===== src/hdl/ped_msg_pkg.sv =====
package ped_msg_pkg;
  // message headers, host to device
  localparam logic [15:0] HDR_STAT_QUERY = 16'h4753;
  localparam logic [15:0] HDR_POS_REQ1   = 16'h4750;
  localparam logic [15:0] HDR_POS_REQ2   = 16'h4754;
  localparam logic [15:0] HDR_PSETUP1    = 16'h4950;
  localparam logic [15:0] HDR_PSETUP2    = 16'h4954;
  localparam logic [15:0] HDR_TAB_ASSN1  = 16'h544d;
  localparam logic [15:0] HDR_TAB_ASSN2  = 16'h544e;
  localparam logic [15:0] HDR_IRQ_CTL    = 16'h494b;
  localparam logic [15:0] HDR_EXT_ENTER  = 16'h4958;
  localparam logic [15:0] HDR_EXT_SETUP  = 16'h4856;
  localparam logic [15:0] HDR_EXT_REQ    = 16'h4f54;
  // message headers, device to host
  localparam logic [15:0] HDR_STAT_REPLY = 16'h5254;
  localparam logic [15:0] HDR_POS_RPT1   = 16'h5250;
  localparam logic [15:0] HDR_POS_RPT2   = 16'h5257;
  localparam logic [15:0] HDR_EXT_INPUT  = 16'h494e;
  localparam logic [15:0] HDR_ERROR      = 16'h5858;
  // apb register byte addresses
  localparam logic [11:0] ADDR_CTRL   = 12'h000;
  localparam logic [11:0] ADDR_STATUS = 12'h004;
  localparam logic [11:0] ADDR_ERRCNT = 12'h008;
  localparam int          CTRL_EXT_BIT = 8;
  // extended word 1 field positions
  localparam int EXT_NUM_LSB  = 0;
  localparam int EXT_TYPE_LSB = 4;
  localparam int EXT_MODE_LSB = 6;
  // status word: device two field base
  localparam int STAT_DEV2_LSB = 8;
  // modes and device types
  localparam logic [1:0] MODE_AUTO_TRK = 2'h0;
  localparam logic [1:0] MODE_AUTO     = 2'h1;
  localparam logic [1:0] MODE_REQUEST  = 2'h2;
  localparam logic [1:0] TYPE_KEYBD    = 2'h0;
  localparam logic [1:0] TYPE_FKEYS    = 2'h1;
  localparam logic [1:0] TYPE_TRKBALL  = 2'h2;
  localparam logic [1:0] TYPE_TABLET   = 2'h3;
  // reset values
  localparam logic [1:0] MODE_RST   = 2'h2;
  localparam logic [1:0] IRQ_EN_RST = 2'h3;
  typedef enum {ST_HDR, ST_BODY, ST_EXEC, ST_SEND} msg_state_e;
endpackage : ped_msg_pkg


===== src/hdl/ped_channel.sv =====
`timescale 1ns/10ps
module ped_channel (
  input  wire logic        pclk,
  input  wire logic        presetn,
  input  wire logic        set_mode,
  input  wire logic [1:0]  mode_in,
  input  wire logic        set_type,
  input  wire logic        tablet_in,
  input  wire logic        pen_press,
  input  wire logic        dev_irq,
  input  wire logic        irq_en,
  input  wire logic [7:0]  rel_x,
  input  wire logic [7:0]  rel_y,
  input  wire logic [11:0] abs_x,
  input  wire logic [11:0] abs_y,
  input  wire logic        clear,
  output logic [1:0]       mode,
  output logic             tablet,
  output logic             pend,
  output logic [15:0]      rep_x,
  output logic [15:0]      rep_y,
  output logic [15:0]      pos_x,
  output logic [15:0]      pos_y
);
  logic ev;
  // report triggers; request/tracking modes never fire here
  assign ev = (mode == ped_msg_pkg::MODE_AUTO_TRK && tablet && pen_press)
    || (mode == ped_msg_pkg::MODE_AUTO && irq_en && dev_irq);

  // configuration
  always_ff @(posedge pclk or negedge presetn) begin
    if (!presetn) begin
      mode   <= ped_msg_pkg::MODE_RST;
      tablet <= 1'b0;
    end else begin
      if (set_mode) mode <= mode_in;
      if (set_type) tablet <= tablet_in;
    end
  end

  // pending flag: a new event beats the clear
  always_ff @(posedge pclk or negedge presetn) begin
    if (!presetn) pend <= 1'b0;
    else if (ev) pend <= 1'b1;
    else if (clear) pend <= 1'b0;
  end

  // report data, latched with the event
  always_ff @(posedge pclk or negedge presetn) begin
    if (!presetn) begin
      rep_x <= 16'h0000;
      rep_y <= 16'h0000;
    end else if (ev && mode == ped_msg_pkg::MODE_AUTO) begin
      rep_x <= {{8{rel_x[7]}}, rel_x};
      rep_y <= {{8{rel_y[7]}}, rel_y};
    end else if (ev) begin
      rep_x <= {{4{abs_x[11]}}, abs_x};
      rep_y <= {{4{abs_y[11]}}, abs_y};
    end
  end

  // tracked absolute position for host requests
  always_ff @(posedge pclk or negedge presetn) begin
    if (!presetn) begin
      pos_x <= 16'h0000;
      pos_y <= 16'h0000;
    end else begin
      pos_x <= {{4{abs_x[11]}}, abs_x};
      pos_y <= {{4{abs_y[11]}}, abs_y};
    end
  end

  no_irq_rpt_a: assert property (@(posedge pclk) disable iff (!presetn)
    (mode[1] && !pend && !set_mode) |=> !pend)
    else $error("report started in request or tracking mode");
  rel_sext_a: assert property (@(posedge pclk) disable iff (!presetn)
    (ev && mode == ped_msg_pkg::MODE_AUTO) |=> (rep_x == {{8{$past(rel_x[7])}}, $past(rel_x)}))
    else $error("relative x not sign extended from bit 7");
  abs_sext_a: assert property (@(posedge pclk) disable iff (!presetn)
    ##1 (pos_y == {{4{$past(abs_y[11])}}, $past(abs_y)}))
    else $error("absolute y not sign extended from bit 11");
endmodule : ped_channel


===== src/hdl/ped_msg_handler.sv =====
`timescale 1ns/10ps
// Overview of operation
// - status query answered with status reply
// - device one bits 0-2, two 8-10
// - type bit and two mode bits encoding
// - position request answered by position report
// - request in mode 0/1 gives error
// - report headers differ per device
// - modes 0/1 report unprompted, 2/3 on request
// - report word one: mode, zeros above
// - mode 0 tablet pen press sends absolute report
// - mode 1 interrupt sends relative report, gated
// - relative values sign-extended from bit 7
// - absolute values sign-extended from bit 11
// - modes 2/3 ignore device interrupts
// - system init enables pointing devices
// - extended control needs enter message first
// - extended word one fields, number is n-1
// - extended device type codes 0 to 3
// - extended trackball setup, modes 1-3
// - extended tablet setup, modes 0,2,3
// - extended request: scratchpad, lights, position; a keyboard scratchpad request is taken and ignored
// - extended input message reports position
// - keyboard scratchpad setup carries type 0
// - status query recognised by its header
module ped_msg_handler #(
  parameter int NUM_PEDS = 2
) (
  input  wire logic                      pclk,
  input  wire logic                      presetn,
  input  wire logic                      psel,
  input  wire logic                      penable,
  input  wire logic                      pwrite,
  input  wire logic [11:0]               paddr,
  input  wire logic [31:0]               pwdata,
  output logic [31:0]                    prdata,
  output logic                           pready,
  output logic                           pslverr,
  input  wire logic                      in_valid,
  output logic                           in_ready,
  input  wire logic [15:0]               in_word,
  output logic                           out_valid,
  input  wire logic                      out_ready,
  output logic [15:0]                    out_word,
  output logic                           out_last,
  input  wire logic                      sys_init,
  input  wire logic [NUM_PEDS-1:0]       pen_press,
  input  wire logic [NUM_PEDS-1:0]       dev_irq,
  input  wire logic [NUM_PEDS-1:0][7:0]  rel_x,
  input  wire logic [NUM_PEDS-1:0][7:0]  rel_y,
  input  wire logic [NUM_PEDS-1:0][11:0] abs_x,
  input  wire logic [NUM_PEDS-1:0][11:0] abs_y,
  output logic [15:0]                    key_lights,
  output logic [15:0]                    matrix_lights
);
  ped_msg_pkg::msg_state_e state;
  logic [15:0]                hdr;
  logic [15:0]                body [0:2];
  logic [1:0]                 body_idx;
  logic [1:0]                 need;
  logic [15:0]                ob [0:3];
  logic [2:0]                 out_cnt;
  logic [1:0]                 out_idx;
  logic                       ext_mode;
  logic [NUM_PEDS-1:0]        irq_en;
  logic [7:0]                 err_cnt;
  logic [NUM_PEDS-1:0][1:0]   mode;
  logic [NUM_PEDS-1:0]        tablet;
  logic [NUM_PEDS-1:0]        pend;
  logic [NUM_PEDS-1:0]        clear;
  logic [NUM_PEDS-1:0][15:0]  rep_x;
  logic [NUM_PEDS-1:0][15:0]  rep_y;
  logic [NUM_PEDS-1:0][15:0]  pos_x;
  logic [NUM_PEDS-1:0][15:0]  pos_y;
  logic [NUM_PEDS-1:0]        set_mode;
  logic [NUM_PEDS-1:0]        set_type;
  logic [1:0]                 new_mode;
  logic                       new_tab;
  logic [15:0]                stat_word;
  logic                       apb_wr;
  logic [1:0]                 x_mode;
  logic [1:0]                 x_type;
  logic [2:0]                 x_num;
  logic                       x_hit;
  logic [0:0]                 x_sel;
  logic                       auto_go;
  logic [0:0]                 auto_sel;
  logic                       in_take;
  logic                       out_take;

  // extended word one fields; number is already index n-1
  assign x_mode = body[0][ped_msg_pkg::EXT_MODE_LSB +: 2];
  assign x_type = body[0][ped_msg_pkg::EXT_TYPE_LSB +: 2];
  assign x_num  = body[0][ped_msg_pkg::EXT_NUM_LSB +: 3];
  assign x_hit  = ({29'h0, x_num} < NUM_PEDS);
  assign x_sel  = x_num[0:0];

  // status word: type in bit 0, mode in bits 2:1
  assign stat_word = {5'h00, mode[1], tablet[1],
                      5'h00, mode[0], tablet[0]};

  // unprompted reports go out only between host messages
  assign auto_go  = (state == ped_msg_pkg::ST_HDR) && (|pend);
  assign auto_sel = pend[0] ? 1'b0 : 1'b1;

  // host words are refused while a reply is built or sent
  assign in_ready = ((state == ped_msg_pkg::ST_HDR) && !(|pend))
                 || (state == ped_msg_pkg::ST_BODY);
  assign in_take  = in_valid && in_ready;
  assign out_valid = (state == ped_msg_pkg::ST_SEND) && (out_cnt != 3'h0);
  assign out_word  = ob[out_idx];
  assign out_last  = out_valid && ({1'b0, out_idx} == out_cnt - 3'h1);
  assign out_take  = out_valid && out_ready;

  // per-device state, pending reports and position capture
  genvar g;
  generate
    for (g = 0; g < NUM_PEDS; g++) begin : g_ped
      assign clear[g] = auto_go && (auto_sel == 1'(g));
      ped_channel u_chan (
        .pclk      (pclk),
        .presetn   (presetn),
        .set_mode  (set_mode[g]),
        .mode_in   (new_mode),
        .set_type  (set_type[g]),
        .tablet_in (new_tab),
        .pen_press (pen_press[g]),
        .dev_irq   (dev_irq[g]),
        .irq_en    (irq_en[g]),
        .rel_x     (rel_x[g]),
        .rel_y     (rel_y[g]),
        .abs_x     (abs_x[g]),
        .abs_y     (abs_y[g]),
        .clear     (clear[g]),
        .mode      (mode[g]),
        .tablet    (tablet[g]),
        .pend      (pend[g]),
        .rep_x     (rep_x[g]),
        .rep_y     (rep_y[g]),
        .pos_x     (pos_x[g]),
        .pos_y     (pos_y[g])
      );
    end
  endgenerate

  // configuration writes decoded from a complete message
  always_comb begin
    set_mode = '0;
    set_type = '0;
    new_mode = body[0][1:0];
    new_tab  = 1'b0;
    if (state == ped_msg_pkg::ST_EXEC) begin
      case (hdr)
        ped_msg_pkg::HDR_PSETUP1:   set_mode[0] = 1'b1;
        ped_msg_pkg::HDR_PSETUP2:   set_mode[1] = 1'b1;
        ped_msg_pkg::HDR_TAB_ASSN1: begin
          set_type[0] = 1'b1;
          new_tab     = 1'b1;
        end
        ped_msg_pkg::HDR_TAB_ASSN2: begin
          set_type[1] = 1'b1;
          new_tab     = 1'b1;
        end
        ped_msg_pkg::HDR_EXT_SETUP: begin
          new_mode = x_mode;
          new_tab  = (x_type == ped_msg_pkg::TYPE_TABLET);
          if (ext_mode && x_hit && ((x_type == ped_msg_pkg::TYPE_TRKBALL
              && x_mode != ped_msg_pkg::MODE_AUTO_TRK)
              || (x_type == ped_msg_pkg::TYPE_TABLET
              && x_mode != ped_msg_pkg::MODE_AUTO))) begin
            set_mode[x_sel] = 1'b1;
            set_type[x_sel] = 1'b1;
          end
        end
        default: ;
      endcase
    end
  end

  // message sequencer
  always_ff @(posedge pclk or negedge presetn) begin
    if (!presetn) begin
      state    <= ped_msg_pkg::ST_HDR;
      hdr      <= 16'h0000;
      need     <= 2'h0;
      body_idx <= 2'h0;
      body[0]  <= 16'h0000;
      body[1]  <= 16'h0000;
      body[2]  <= 16'h0000;
    end else begin
      case (state)
        ped_msg_pkg::ST_HDR: begin
          if (auto_go) begin
            state <= ped_msg_pkg::ST_SEND;
          end else if (in_take) begin
            hdr      <= in_word;
            body_idx <= 2'h0;
            case (in_word)
              ped_msg_pkg::HDR_PSETUP1,
              ped_msg_pkg::HDR_PSETUP2: begin
                need  <= 2'h2;
                state <= ped_msg_pkg::ST_BODY;
              end
              ped_msg_pkg::HDR_EXT_SETUP: begin
                need  <= 2'h3;
                state <= ped_msg_pkg::ST_BODY;
              end
              ped_msg_pkg::HDR_IRQ_CTL,
              ped_msg_pkg::HDR_EXT_REQ: begin
                need  <= 2'h1;
                state <= ped_msg_pkg::ST_BODY;
              end
              default: state <= ped_msg_pkg::ST_EXEC;
            endcase
          end
        end
        ped_msg_pkg::ST_BODY: begin
          if (in_take) begin
            body[body_idx] <= in_word;
            body_idx       <= body_idx + 2'h1;
            // light-key request carries two mask words more
            if (hdr == ped_msg_pkg::HDR_EXT_REQ && body_idx == 2'h0
                && in_word[ped_msg_pkg::EXT_TYPE_LSB +: 2] == ped_msg_pkg::TYPE_FKEYS) begin
              need <= 2'h3;
            end else if (body_idx + 2'h1 == need) begin
              state <= ped_msg_pkg::ST_EXEC;
            end
          end
        end
        ped_msg_pkg::ST_EXEC: begin
          state <= ped_msg_pkg::ST_SEND; // reply length not known until send
        end
        ped_msg_pkg::ST_SEND: begin
          if (out_cnt == 3'h0 || (out_take && out_last)) state <= ped_msg_pkg::ST_HDR;
        end
        default: state <= ped_msg_pkg::ST_HDR;
      endcase
    end
  end

  // reply builder: out_cnt is only valid one cycle after exec
  always_ff @(posedge pclk or negedge presetn) begin
    if (!presetn) begin
      out_cnt <= 3'h0;
      out_idx <= 2'h0;
      ob[0]   <= 16'h0000;
      ob[1]   <= 16'h0000;
      ob[2]   <= 16'h0000;
      ob[3]   <= 16'h0000;
    end else if (auto_go) begin
      ob[0]   <= auto_sel[0] ? ped_msg_pkg::HDR_POS_RPT2
                             : ped_msg_pkg::HDR_POS_RPT1;
      ob[1]   <= {14'h0000, mode[auto_sel]};
      ob[2]   <= rep_x[auto_sel];
      ob[3]   <= rep_y[auto_sel];
      out_cnt <= 3'h4;
      out_idx <= 2'h0;
    end else if (state == ped_msg_pkg::ST_SEND) begin
      if (out_take) out_idx <= out_idx + 2'h1;
    end else if (state != ped_msg_pkg::ST_EXEC) begin
      out_cnt <= 3'h0;
      out_idx <= 2'h0;
    end else begin
      out_idx <= 2'h0;
      out_cnt <= 3'h0;
      case (hdr)
        ped_msg_pkg::HDR_STAT_QUERY: begin
          ob[0]   <= ped_msg_pkg::HDR_STAT_REPLY;
          ob[1]   <= stat_word;
          out_cnt <= 3'h2;
        end
        ped_msg_pkg::HDR_POS_REQ1,
        ped_msg_pkg::HDR_POS_REQ2: begin
          if (mode[hdr[2]][1]) begin
            ob[0]   <= hdr[2] ? ped_msg_pkg::HDR_POS_RPT2
                              : ped_msg_pkg::HDR_POS_RPT1;
            ob[1]   <= {14'h0000, mode[hdr[2]]};
            ob[2]   <= pos_x[hdr[2]];
            ob[3]   <= pos_y[hdr[2]];
            out_cnt <= 3'h4;
          end else begin
            ob[0]   <= ped_msg_pkg::HDR_ERROR;
            out_cnt <= 3'h1;
          end
        end
        ped_msg_pkg::HDR_EXT_SETUP: begin
          if (!ext_mode) begin
            ob[0]   <= ped_msg_pkg::HDR_ERROR;
            out_cnt <= 3'h1;
          end
        end
        ped_msg_pkg::HDR_EXT_REQ: begin
          if (!ext_mode) begin
            ob[0]   <= ped_msg_pkg::HDR_ERROR;
            out_cnt <= 3'h1;
          end else if (x_type[1]) begin
            if (x_hit && mode[x_sel][1] && x_mode == mode[x_sel]
                && tablet[x_sel] == x_type[0]) begin
              ob[0]   <= ped_msg_pkg::HDR_EXT_INPUT;
              ob[1]   <= {8'h00, x_mode, x_type, 1'b0, x_num};
              ob[2]   <= pos_x[x_sel];
              ob[3]   <= pos_y[x_sel];
              out_cnt <= 3'h4;
            end else begin
              ob[0]   <= ped_msg_pkg::HDR_ERROR;
              out_cnt <= 3'h1;
            end
          end
        end
        default: ;
      endcase
    end
  end

  // key light masks from the extended request
  always_ff @(posedge pclk or negedge presetn) begin
    if (!presetn) begin
      key_lights    <= 16'h0000;
      matrix_lights <= 16'h0000;
    end else if (state == ped_msg_pkg::ST_EXEC && ext_mode
                 && hdr == ped_msg_pkg::HDR_EXT_REQ
                 && x_type == ped_msg_pkg::TYPE_FKEYS) begin
      key_lights    <= body[1];
      matrix_lights <= body[2];
    end
  end

  // extended mode and interrupt enables; system init wins last
  assign apb_wr = psel && penable && pwrite && (paddr == ped_msg_pkg::ADDR_CTRL);
  always_ff @(posedge pclk or negedge presetn) begin
    if (!presetn) begin
      ext_mode <= 1'b0;
      irq_en   <= {NUM_PEDS{1'b1}};
    end else begin
      if (apb_wr) irq_en <= pwdata[NUM_PEDS-1:0];
      if (state == ped_msg_pkg::ST_EXEC) begin
        if (hdr == ped_msg_pkg::HDR_EXT_ENTER) ext_mode <= 1'b1;
        if (hdr == ped_msg_pkg::HDR_IRQ_CTL) irq_en <= body[0][NUM_PEDS-1:0];
      end
      if (sys_init) begin
        irq_en   <= {NUM_PEDS{1'b1}};
        ext_mode <= 1'b0;
      end
    end
  end

  // error replies counted for software
  always_ff @(posedge pclk or negedge presetn) begin
    if (!presetn) err_cnt <= 8'h00;
    else if (out_take && out_idx == 2'h0 && out_word == ped_msg_pkg::HDR_ERROR)
      err_cnt <= err_cnt + 8'h01;
  end

  // apb slave: zero wait states, error on unmapped address
  assign pready = 1'b1;
  always_comb begin
    prdata  = 32'h0000_0000;
    pslverr = 1'b0;
    case (paddr)
      ped_msg_pkg::ADDR_CTRL:
        prdata = {23'h0, ext_mode, {(8 - NUM_PEDS){1'b0}}, irq_en};
      ped_msg_pkg::ADDR_STATUS: prdata = {16'h0000, stat_word};
      ped_msg_pkg::ADDR_ERRCNT: prdata = {24'h0, err_cnt};
      default: pslverr = psel && penable;
    endcase
  end

  stat_reply_a: assert property (@(posedge pclk) disable iff (!presetn)
    (state == ped_msg_pkg::ST_EXEC && hdr == ped_msg_pkg::HDR_STAT_QUERY)
    |=> out_valid && out_word == ped_msg_pkg::HDR_STAT_REPLY)
    else $error("status query not answered with status reply");
  pos_error_a: assert property (@(posedge pclk) disable iff (!presetn)
    (state == ped_msg_pkg::ST_EXEC && hdr == ped_msg_pkg::HDR_POS_REQ1 && !mode[0][1])
    |=> out_word == ped_msg_pkg::HDR_ERROR && out_last)
    else $error("request in automatic mode not refused");
  pos_hdr_a: assert property (@(posedge pclk) disable iff (!presetn)
    (state == ped_msg_pkg::ST_EXEC && hdr == ped_msg_pkg::HDR_POS_REQ2 && mode[1][1])
    |=> out_word == ped_msg_pkg::HDR_POS_RPT2 ##1 out_cnt == 3'h4)
    else $error("device two report header wrong");
  rpt_word1_a: assert property (@(posedge pclk) disable iff (!presetn)
    (out_valid && out_idx == 2'h1 && (ob[0] == ped_msg_pkg::HDR_POS_RPT1
     || ob[0] == ped_msg_pkg::HDR_POS_RPT2)) |-> out_word[15:2] == 14'h0000)
    else $error("report word one upper bits not zero");
  ext_gate_a: assert property (@(posedge pclk) disable iff (!presetn)
    (state == ped_msg_pkg::ST_EXEC && hdr == ped_msg_pkg::HDR_EXT_SETUP && !ext_mode)
    |-> !(|set_mode) ##1 out_word == ped_msg_pkg::HDR_ERROR)
    else $error("extended setup accepted outside extended mode");
  in_order_a: assert property (@(posedge pclk) disable iff (!presetn)
    (state == ped_msg_pkg::ST_EXEC || out_valid) |-> !in_ready)
    else $error("host word taken while reply pending");
  sys_init_a: assert property (@(posedge pclk) disable iff (!presetn)
    sys_init |=> (&irq_en) && !ext_mode)
    else $error("system init did not enable devices");
endmodule : ped_msg_handler


===== config.mk =====
export PLATFORM = sky130hd
export DESIGN_NAME = ped_msg_handler
export DESIGN_NICKNAME = d
export VERILOG_FILES = /design/src/hdl/ped_msg_pkg.sv /design/src/hdl/ped_channel.sv /design/src/hdl/ped_msg_handler.sv
export SDC_FILE = /design/constraint.sdc
export NUM_CORES = 1
export LEC_CHECK = 0
export ABC_CLOCK_PERIOD_IN_PS = 2400
export BUFFER_PORTS_ARGS = -buffer_cell sky130_fd_sc_hd__buf_2
export CORE_MARGIN = 3
export CORE_UTILIZATION = 45
export DETAILED_ROUTE_END_ITERATION = 12
export GPL_TIMING_DRIVEN = 0
export PLACE_DENSITY = 0.79
export SKIP_CTS_REPAIR_TIMING = 1
export SYNTH_ARGS = -nofsm -noshare
export SYNTH_HDL_FRONTEND = slang
export SYNTH_SLANG_ARGS = --single-unit

===== constraint.sdc =====
create_clock -name pclk -period 2.4 [get_ports pclk]
set_clock_uncertainty 0.1 [all_clocks]
set_input_delay 0.48 -clock pclk [delete_from_list [all_inputs] [get_ports pclk]]
set_output_delay 0.48 -clock pclk [all_outputs]
set_load 0.005 [all_outputs]

==> impl_metrics.ini, run 1 <==
[finish]
area_delta_synth_final_pct = 32.26
final_area_sq_um = 15740
fin_nets = 1511
final_cell_mix = dfrtp_1, buf_2, nand2_1
final_common_cell = dfrtp_1
drive_above_1_share_pct = 37.38
fill_cells = 1866

[clock_network]
insertion_delay_ps = 560
cts_buffers = 27
root_buffer = clkbuf_16
path_clk_slew_ps = 60
cts_tree = built
htree_levels = 1
clkSinkCount = 255
clockBufferDepth = 3

[timing]
period_minus_slack_ps = 2611
maxSlewViolCount = 0
hold_violations = 0
fin_ws_ps = -210.8
worst_slew_margin_rel_pct = 54.00
fmax_ghz = 0.3830
tightest_slew_ps = 690.0
fin_crit_sh_pct = 108.8
rsz0062_at_grt = yes
finalSetupViolations = 27

[route]
drtIter0Drc = 1103
dr.pass1.iters = 6
vias = 9811
wl_um = 35310
ant_nets = 0
vias_per_cell = 5.778
drc_errors = 0
wl_per_cell_um = 20.80

[global_routing]
antenna_found_initial = 1
grt_overflow = 0
grt_pass1_vias = 9339
grt_first_pass_wirelength_um = 50040
grt_max_degree = 90
track_usage_pct = 21.94

[critical_path]
critPathCapture = out_word[15]
rrSetupSlack_ps = -160
worstSetupPathType = register to output pin
required_ps = 1820
cp_top_family = buffers and inverters
worst_r2r_path_depth = 7
crit_buf_inv = 5
cpMaxStageDelayCell = dfrtp_1
reg2reg_to = err_cnt[1]
worstSetupPathDepth = 7
cp-end-kind = output pin
crit_top_cell = buf_6
r2r-start = out_idx[0]
critPathMaxFanout = 6
worstPathArrival_ps = 2030
cp-start-kind = register
crit_start = out_idx[0]
critPathMaxStageDelay_ps = 450
crit_chain = buf_8 -> buf_12 -> mux2_4 -> nand2_8 -> inv_6 -> buf_6 -> buf_6

[floorplan]
io_pins = 237
start_util_pct = 46.44
die_h_um = 168.6
fp.coreArea_sq_um = 25620
dieArea_sq_um = 28430
std_cell_rows = 58
dieWidth_um = 168.6

[synthesis]
syn_avg_cell_area_sq_um = 11.56
netlist_area_sq_um = 11900
async_flop_share_pct = 100.0
synth_ff_type = dfrtp_1
ys_warn_count = 0
yosysSeqAreaShare_pct = 53.68
ys_ff_latch = 255
synthCells = 1029
synth_edf_count = 0
ys_types = 72

[placement]
dp_hpwl_um = 23400
placed_area_sq_um = 13360
dp_slack_ps = -534.8
io_buffers = 182
place.gp.congestion = 0.9349

[run_status]
violations = setup timing
outcome = finished, violations left

[run]
max_cap_viol_count = 0

[power]
powerDensity_nw_per_um2 = 833.2
ir_drop_uv = 600.1
leakage_uw = 0.007560

[min_path]
hp-class = primary input to register
[worst min-delay path by stage]
stage | slack, ps | endpoint | depth (start not counted) | start
3_3_place_gp | 360 | err_cnt[7] | 1 | err_cnt[7]
2_1_floorplan | 80 | body[0] | 0 | presetn
6_report | 3 | ext_mode | 2 | sys_init
4_1_cts | -170 | matrix_lights[13] | 1 | presetn
5_1_grt | 10 | ext_mode | 2 | sys_init
3_5_place_dp | 360 | g_ped[1].u_chan.rep_x[1] | 2 | g_ped[1].u_chan.rep_x[1]
[layer usage]
layer,vias to the layer above,global-route usage (%),routed length (um)
li1,4331,-,-
met1,4830,29.19,13610
met2,547,36.98,17370
met3,103,3.783,3035
met4,0,6.866,1293
met5,-,0,0
[logic make-up after synthesis]
group / share of synthesized area (%)
AOI/OAI and AO/OA: 10.27
xor gates and xnor gates: 1.178
adders and majority gates: 1.262
buffers and inverters: 4.364
DFF: 53.68
muxes: 16.20
other: 0.06312
and+or+nand+nor: 12.99
[area by class of cell]
type,count,area (sq um),share of cell area [%]
clock inverters,15,230.2,1.463
repair buffers,275,1931,12.27
diodes,1,2.502,0.01590
well taps,330,412.9,2.624
inverters,28,110.1,0.6997
clock buffers,34,732.0,4.651
flip-flops and latches,255,6392,40.62
plain buffers,66,476.7,3.029
multi-input cells,694,5449,34.63
[power by group]
| group | switching (uW) | internal (uW) | total, uW |
|---|---|---|---|
| Clock | 1800 | 2720 | 4520 |
| Sequential | 520 | 4850 | 5370 |
| Combinational | 1570 | 1660 | 3230 |
| Total | 3890 | 9220 | 13100 |
[synth_stat cells, types with 10 or more instances]
master	n	area share, %
and2_1	10	0.53
mux2_2	94	8.9
nor3_1	10	0.42
buf_4	27	1.7
nand4_1	12	0.63
o21ai_1	20	0.84
inv_1	28	0.88
a21oi_1	12	0.50
clkbuf_1	28	0.88
mux2i_1	68	5.7
a221o_1	15	1.3
o21ai_0	35	1.5
buf_2	10	0.42
nand3_1	29	1.2
a31oi_1	27	1.4
nand2_1	111	3.5
xnor2_1	11	0.81
nor2_1	56	1.8
ha_1	12	1.3
dfrtp_1	251	53
a22oi_1	30	1.9
[stage by stage]
stage	hold slack, ps	total power [uW]	instances	utilization, %	TNS [ps]
after CTS	-165.1	12350	1612	55.91	-32320
after global placement	356.9	7725	1561	51.90	-938550
after global routing	9.704	13630	1698	61.43	-4292
final	2.989	13110	1698	61.43	-2838
after floorplan	84.41	6970	1049	-	0
after detailed placement	362.8	7851	1563	52.16	-28820
[state kept, by name, indices dropped and copies added, names as in the netlist, 2 cells and up]
name and count:
irq_en 2, matrix_lights 16, need 2, g_ped.u_chan.pos_y 24, body_idx 2, key_lights 16
body 39, g_ped.u_chan.pend 2, state 2, ob 42, g_ped.u_chan.mode 4, out_idx 2
g_ped.u_chan.rep_x 24, err_cnt 8, g_ped.u_chan.pos_x 24, g_ped.u_chan.tablet 2, g_ped.u_chan.rep_y 24, hdr 16
out_cnt 3
[worst reg2reg max path: cells and delay by family (launching register included)]
family | cells | cell delay [ps]
mux | 2 | 900
simple gates | 2 | 540
buf+inv | 3 | 460
flops | 1 | 450
No activity file was read; power rests on OpenSTA's default activity.
==> inputs of run 2 (changes only) <==
--- a/config.mk
+++ b/config.mk
@@ -11,8 +11,9 @@
 export CORE_UTILIZATION = 45
 export DETAILED_ROUTE_END_ITERATION = 12
 export GPL_TIMING_DRIVEN = 0
-export PLACE_DENSITY = 0.79
+export PLACE_DENSITY = 0.78
 export SKIP_CTS_REPAIR_TIMING = 1
 export SYNTH_ARGS = -nofsm -noshare
 export SYNTH_HDL_FRONTEND = slang
+export SYNTH_HIERARCHICAL = 1
 export SYNTH_SLANG_ARGS = --single-unit
==> constraint.sdc (replaced) <==
create_clock -name pclk -period 2.4 [get_ports pclk]
set_clock_uncertainty 0.1 [all_clocks]
set_input_delay 0.12 -clock pclk [delete_from_list [all_inputs] [get_ports pclk]]
set_output_delay 0.12 -clock pclk [all_outputs]
set_load 0.005 [all_outputs]
==> run 2 against run 1 <==
  * The flow still finishes with violations (setup timing)
  * Worst setup slack improved by 180 ps
  * Sequential cell count rose by 8
  * Synthesized cell count rose by 12%
  * Hold slack improved by 25 ps
  * Count of clock-buffer cells in the layout rose by 6
  * Critical path depth did not move
  * Sequential share of layout area fell by 2.7 points
  * Die area rose by 11%
  * Non-clock buffer count rose by 82
  * Largest cell class unchanged
==> impl_metrics.ini, run 2 <==
[run_status]
outcome = finished, violations left
violations = setup timing

[floorplan]
dieWidth_um = 177.7
die_h_um = 177.7
io_pins = 237
start_util_pct = 45.95
fp.coreArea_sq_um = 28860
std_cell_rows = 62
dieArea_sq_um = 31560

[power]
power_uw = 15090
leakage_uw = 0.008205
powerDensity_nw_per_um2 = 869.6
ir_drop_uv = 628.4

[finish]
fill_cells = 2242
final_area_sq_um = 17360
drive_above_1_share_pct = 37.42
final_cell_mix = dfrtp_1, buf_2, mux2_2
reg.largest.list = ob x50, body x39
fin_nets = 1669
area_delta_synth_final_pct = 30.90
top_register = ob
largest_reg_flops = 50
final_common_cell = dfrtp_1

[route]
wl_per_cell_um = 20.24
drtIter0Drc = 926
drc_errors = 0
wl_um = 38680
vias = 10790
dr.pass1.iters = 6
ant_nets = 0
vias_per_cell = 5.646

[timing]
period_minus_slack_ps = 2429
worst_slew_margin_rel_pct = 52.39
finalSetupViolations = 1
rsz0062_at_grt = yes
fin_ws_ps = -29.04
maxSlewViolCount = 0
fin_crit_sh_pct = 101.2
tightest_slew_ps = 714.2
fmax_ghz = 0.4117
hold_violations = 0

[synthesis]
synth_edf_count = 0
async_flop_share_pct = 100.0
netlist_area_sq_um = 13260
yosysSeqAreaShare_pct = 49.67
ys_warn_count = 6
synth_ff_type = dfrtp_1
syn_avg_cell_area_sq_um = 11.52
yosysTopAreaCell = dfrtp_1
ys_types = 83
ys_ff_latch = 263
ys_top_cells_by_count = dfrtp_1, mux2_2, mux2i_1
synth.most_common_cell = dfrtp_1
synthCells = 1151
synth.area.top_cells = dfrtp_1, mux2_2, mux2i_1, buf_4, a21oi_1
synth_top_area_share_pct = 48.88

[placement]
io_buffers = 182
placed_area_sq_um = 14800
place.gp.congestion = 0.8788
dp_hpwl_um = 26010

[clock_network]
clockBufferDepth = 3
root_buffer = clkbuf_16
cts_tree = built
htree_levels = 1
cts_buffers = 29
insertion_delay_ps = 550
path_clk_slew_ps = 60
clkSinkCount = 263

[critical_path]
worstSetupPathType = register to register
cp-start-kind = register
cpMaxStageDelayCell = dfrtp_2
crit_chain = nor4b_4 -> nand3b_1 -> nor3_4 -> o2111ai_2 -> or2_4 -> a21boi_4 -> mux2_4
r2r-start = hdr[15]
cp-end-kind = register
crit_buf_inv = 0
worstPathArrival_ps = 2760
critPathMaxFanout = 3
required_ps = 2730
cp_top_family = simple AND/OR/NAND/NOR gates
crit_start = hdr[15]
critPathMaxStageDelay_ps = 440

[min_path]
hp-class = primary input to register
hold_path_startpoint = paddr[3]

[run]
max_cap_viol_count = 0

[global_routing]
grt_max_degree = 111
grt_first_pass_wirelength_um = 54560
grt_pass1_vias = 10063
antenna_found_initial = 3
track_usage_pct = 21.72
grt_overflow = 0
run 2: cell count changes after synthesis, sizes merged, moves of 13 or more:
cell,change
o22ai,+30
a21oi,+62
nand2,-58
nand3,-13
a31oi,-25
buf,+47
o21ai,-17
mux2,+40
run 2: per-layer routing:
layer	vias to the layer above	GRT usage [%]	wire length [um]
met4	4	6.839	1492
met1	5322	30.48	15940
met5	-	0	23
met3	115	3.701	2882
met2	515	34.57	18350
li1	4834	-	-
run 2: cells by family after synthesis:
kind of cell | count (synthesis) | share of synthesized area (%)
flip-flops | 263 | 49.67
AO/OA/AOI/OAI | 256 | 13.31
AND/OR/NAND/NOR | 223 | 9.389
multiplexers | 219 | 18.56
buffers and inverters | 159 | 6.757
XOR/XNOR | 17 | 1.123
adder cells (fa/ha/maj) | 12 | 1.132
other | 2 | 0.05664
run 2: power by group:
part	switching (uW)	internal, uW
registers	774	5320
clock network	1810	2540
logic	2410	2240
run 2: cell type report:
class,count,area [sq um],area share [%]
antenna,1,2.502,0.01442
buffer,114,854.6,4.924
clock buffer,40,797.0,4.592
clock inverter,12,127.6,0.7353
inverter,39,148.9,0.8579
multi-input combinational,749,6173,35.57
sequential,263,6590,37.97
tap,384,480.5,2.768
timing repair buffer,309,2181,12.57
run 2: worst paths after layout:
check,end,slack (ps),cells after the start
min,irq_en[0],30,5
max,g_ped[1].u_chan/mode[0],-30,7
min in group asynchronous,g_ped[1].u_chan/rep_x[5],60,2
max reg2reg,g_ped[1].u_chan/mode[0],-30,7
max in group asynchronous,irq_en[0],850,4
min reg2reg,err_cnt[7],360,1
run 2: per-stage QoR:
step | setup TNS, ps | instances | setup slack [ps] | hold slack, ps | util [%]
finish | -29.04 | 1911 | -29.04 | 28.07 | 60.14
global route | -438.7 | 1911 | -83.51 | 53.37 | 60.14
CTS | -64010 | 1791 | -884.1 | -511.3 | 54.50
detailed placement | -60240 | 1739 | -868.6 | 57.88 | 51.29
global placement | -943640 | 1737 | -3436 | 142.0 | 51.07
floorplan | 0 | 1171 | 26.29 | -275.6 | -
run 2: tightest hold or removal path: stages:
cell      delay [ps]
buf_2            110
nor4_1            80
mux2_2           220
mux2i_1           60
nand2b_1          60
==> inputs of run 3 (changes only) <==
--- a/config.mk
+++ b/config.mk
@@ -5,7 +5,7 @@
 export SDC_FILE = /design/constraint.sdc
 export NUM_CORES = 1
 export LEC_CHECK = 0
-export ABC_CLOCK_PERIOD_IN_PS = 2400
+export ABC_CLOCK_PERIOD_IN_PS = 2200
 export BUFFER_PORTS_ARGS = -buffer_cell sky130_fd_sc_hd__buf_2
 export CORE_MARGIN = 3
 export CORE_UTILIZATION = 45
==> constraint.sdc (replaced) <==
create_clock -name pclk -period 2.2 [get_ports pclk]
set_clock_uncertainty 0.1 [all_clocks]
set_input_delay 0.11 -clock pclk [delete_from_list [all_inputs] [get_ports pclk]]
set_output_delay 0.11 -clock pclk [all_outputs]
set_load 0.005 [all_outputs]
==> run 3 against run 2 <==
  * The run still ends with setup timing left
  * Via count up 7.0%
  * Worst setup slack got worse by 260 ps
  * Global-route usage up 0.46 points
  * Sequential cell count stayed put
  * Final cell count increased by 1.3%
  * Register-to-register slack lost 260 ps
  * Sequential power grew 14%
  * Power grew 17%
  * Non-clock buffer count is 29 higher
  * Count of clock-buffer cells in the layout shrank 5
  * Hold slack improved by 13 ps
  * Critical path type is now primary input to register
==> impl_metrics.ini, run 3 (synthesized netlist as in run 2, its figures left out) <==
[route]
wl_um = 44510
dr.pass1.iters = 8
vias = 11547
ant_nets = 0
wl_per_cell_um = 22.99
vias_per_cell = 5.964
drc_errors = 0
drtIter0Drc = 1257

[floorplan]
std_cell_rows = 62
fp.coreArea_sq_um = 28860
die_h_um = 177.7
dieArea_sq_um = 31560
dieWidth_um = 177.7
io_pins = 237
start_util_pct = 45.95

[finish]
fill_cells = 1983
final_cell_mix = dfrtp_1, buf_2, dlygate4sd3_1
top_register = ob
area_delta_synth_final_pct = 39.95
reg.largest.list = ob x50, body x39
final_common_cell = dfrtp_1
final_area_sq_um = 18560
drive_above_1_share_pct = 45.62
largest_reg_flops = 50
finalNonFillerCells = 1936
fin_nets = 1697
num_antenna_cells = 0

[clock_network]
clkSinkCount = 263
cts_buffers = 27
root_buffer = clkbuf_16
insertion_delay_ps = 550
clockBufferDepth = 3
cts_tree = built
htree_levels = 1
path_clk_slew_ps = 60

[timing]
maxSlewViolCount = 0
setup-tns-final_ps = -9256
finalSetupViolations = 99
rsz0062_at_grt = yes
hold_ws_ps = 41.20
hold_violations = 0
fmax_ghz = 0.4025
fin_crit_sh_pct = 112.9
tightest_slew_ps = 760.0
worst_slew_margin_rel_pct = 49.22
period_minus_slack_ps = 2485
fin_ws_ps = -284.5

[critical_path]
worstPathArrival_ps = 2820
r2r-start = hdr[13]
required_ps = 2530
rrSetupSlack_ps = -280
reg2reg_to = g_ped[1].u_chan/mode[0]
worstSetupPathType = primary input to register
worst_r2r_path_depth = 7
critPathMaxFanout = 5
cp-end-kind = register
cp-start-kind = primary input
crit_start = in_word[0]
critPathCapture = need[0]

[power]
powerDensity_nw_per_um2 = 948.1
power_uw = 17590
ir_drop_uv = 620.4
leakage_uw = 0.008572

[global_routing]
grt_pass1_vias = 10386
grt_overflow = 0
grt_first_pass_wirelength_um = 55860
grt_max_degree = 99
antenna_found_initial = 1
track_usage_pct = 22.19

[placement]
io_buffers = 182
placed_area_sq_um = 14860
place.gp.congestion = 0.9416
dp_hpwl_um = 25980
placed_cells = 1739

[run_status]
violations = setup timing
outcome = finished, violations left

[run]
max_cap_viol_count = 0

[min_path]
hp-class = primary input to register
==> run 3: changes by cell type in the layout (fill, tap and decap cells not counted), moves of 9 or more <==
cell / change
a21oi_1: -43
a21oi_2: +42
mux2_2: -35
mux2_4: +35
nor2_1: -31
nor2_4: +22
buf_6: +15
clkbuf_1: -10
nor2_2: +9
o21ai_0: -9
==> run 3: worst max-delay path, cell delays in order <==
cell and delay (ps):
buf_2 120, dlygate4sd3_1 650, nor4b_1 640, a22oi_1 220, a221o_1 410, a221oi_2 360
nor2_1 100, a31oi_1 190
==> run 3: area by class of cell <==
class,count,area (sq um),share of cell area [%]
Multi-Input combinational cell,750,6857,36.95
Sequential cell,263,6593,35.53
Timing Repair Buffer,339,2596,13.99
Buffer,113,1016,5.475
Clock buffer,35,735.7,3.965
Tap cell,384,480.5,2.589
Inverter,39,156.4,0.8429
Clock inverter,13,121.4,0.6541
==> run 3: routing by layer <==
metal	GRT usage, %	share of wire (%)	vias to the layer above
met5	0	0.016	-
met4	7.853	4.5	2
met3	4.365	8.3	186
met2	35.13	48	736
met1	30.52	39	5733
li1	-	-	4890
==> run 3: worst min-delay path by stage <==
| stage | end | start | slack, ps | cells after the start |
|---|---|---|---|---|
| 2_1_floorplan | body[0] | presetn | -290 | 0 |
| 3_3_place_gp | g_ped[0].u_chan/pos_y[5] | abs_y[5] | 130 | 1 |
| 3_5_place_dp | g_ped[0].u_chan/rep_x[6] | presetn | 50 | 1 |
| 4_1_cts | g_ped[0].u_chan/rep_x[2] | presetn | -530 | 1 |
| 5_1_grt | irq_en[0] | paddr[3] | 60 | 5 |
| 6_report | irq_en[0] | paddr[3] | 40 | 5 |
==> run 3: power by group <==
| part | internal, uW | total, uW | switching, uW |
|---|---|---|---|
| combinational | 2950 | 6110 | 3160 |
| clock | 2590 | 4550 | 1960 |
| sequential | 5810 | 6930 | 1120 |
| total | 11300 | 17600 | 6250 |
==> run 3: metrics by stage <==
step                setup WS (ps)  utilization, %
global route               -415.3           64.30
global placement            -3572           51.27
floorplan                  -43.81               -
CTS                         -1150           54.47
finish                     -284.5           64.30
detailed placement          -1142           51.50
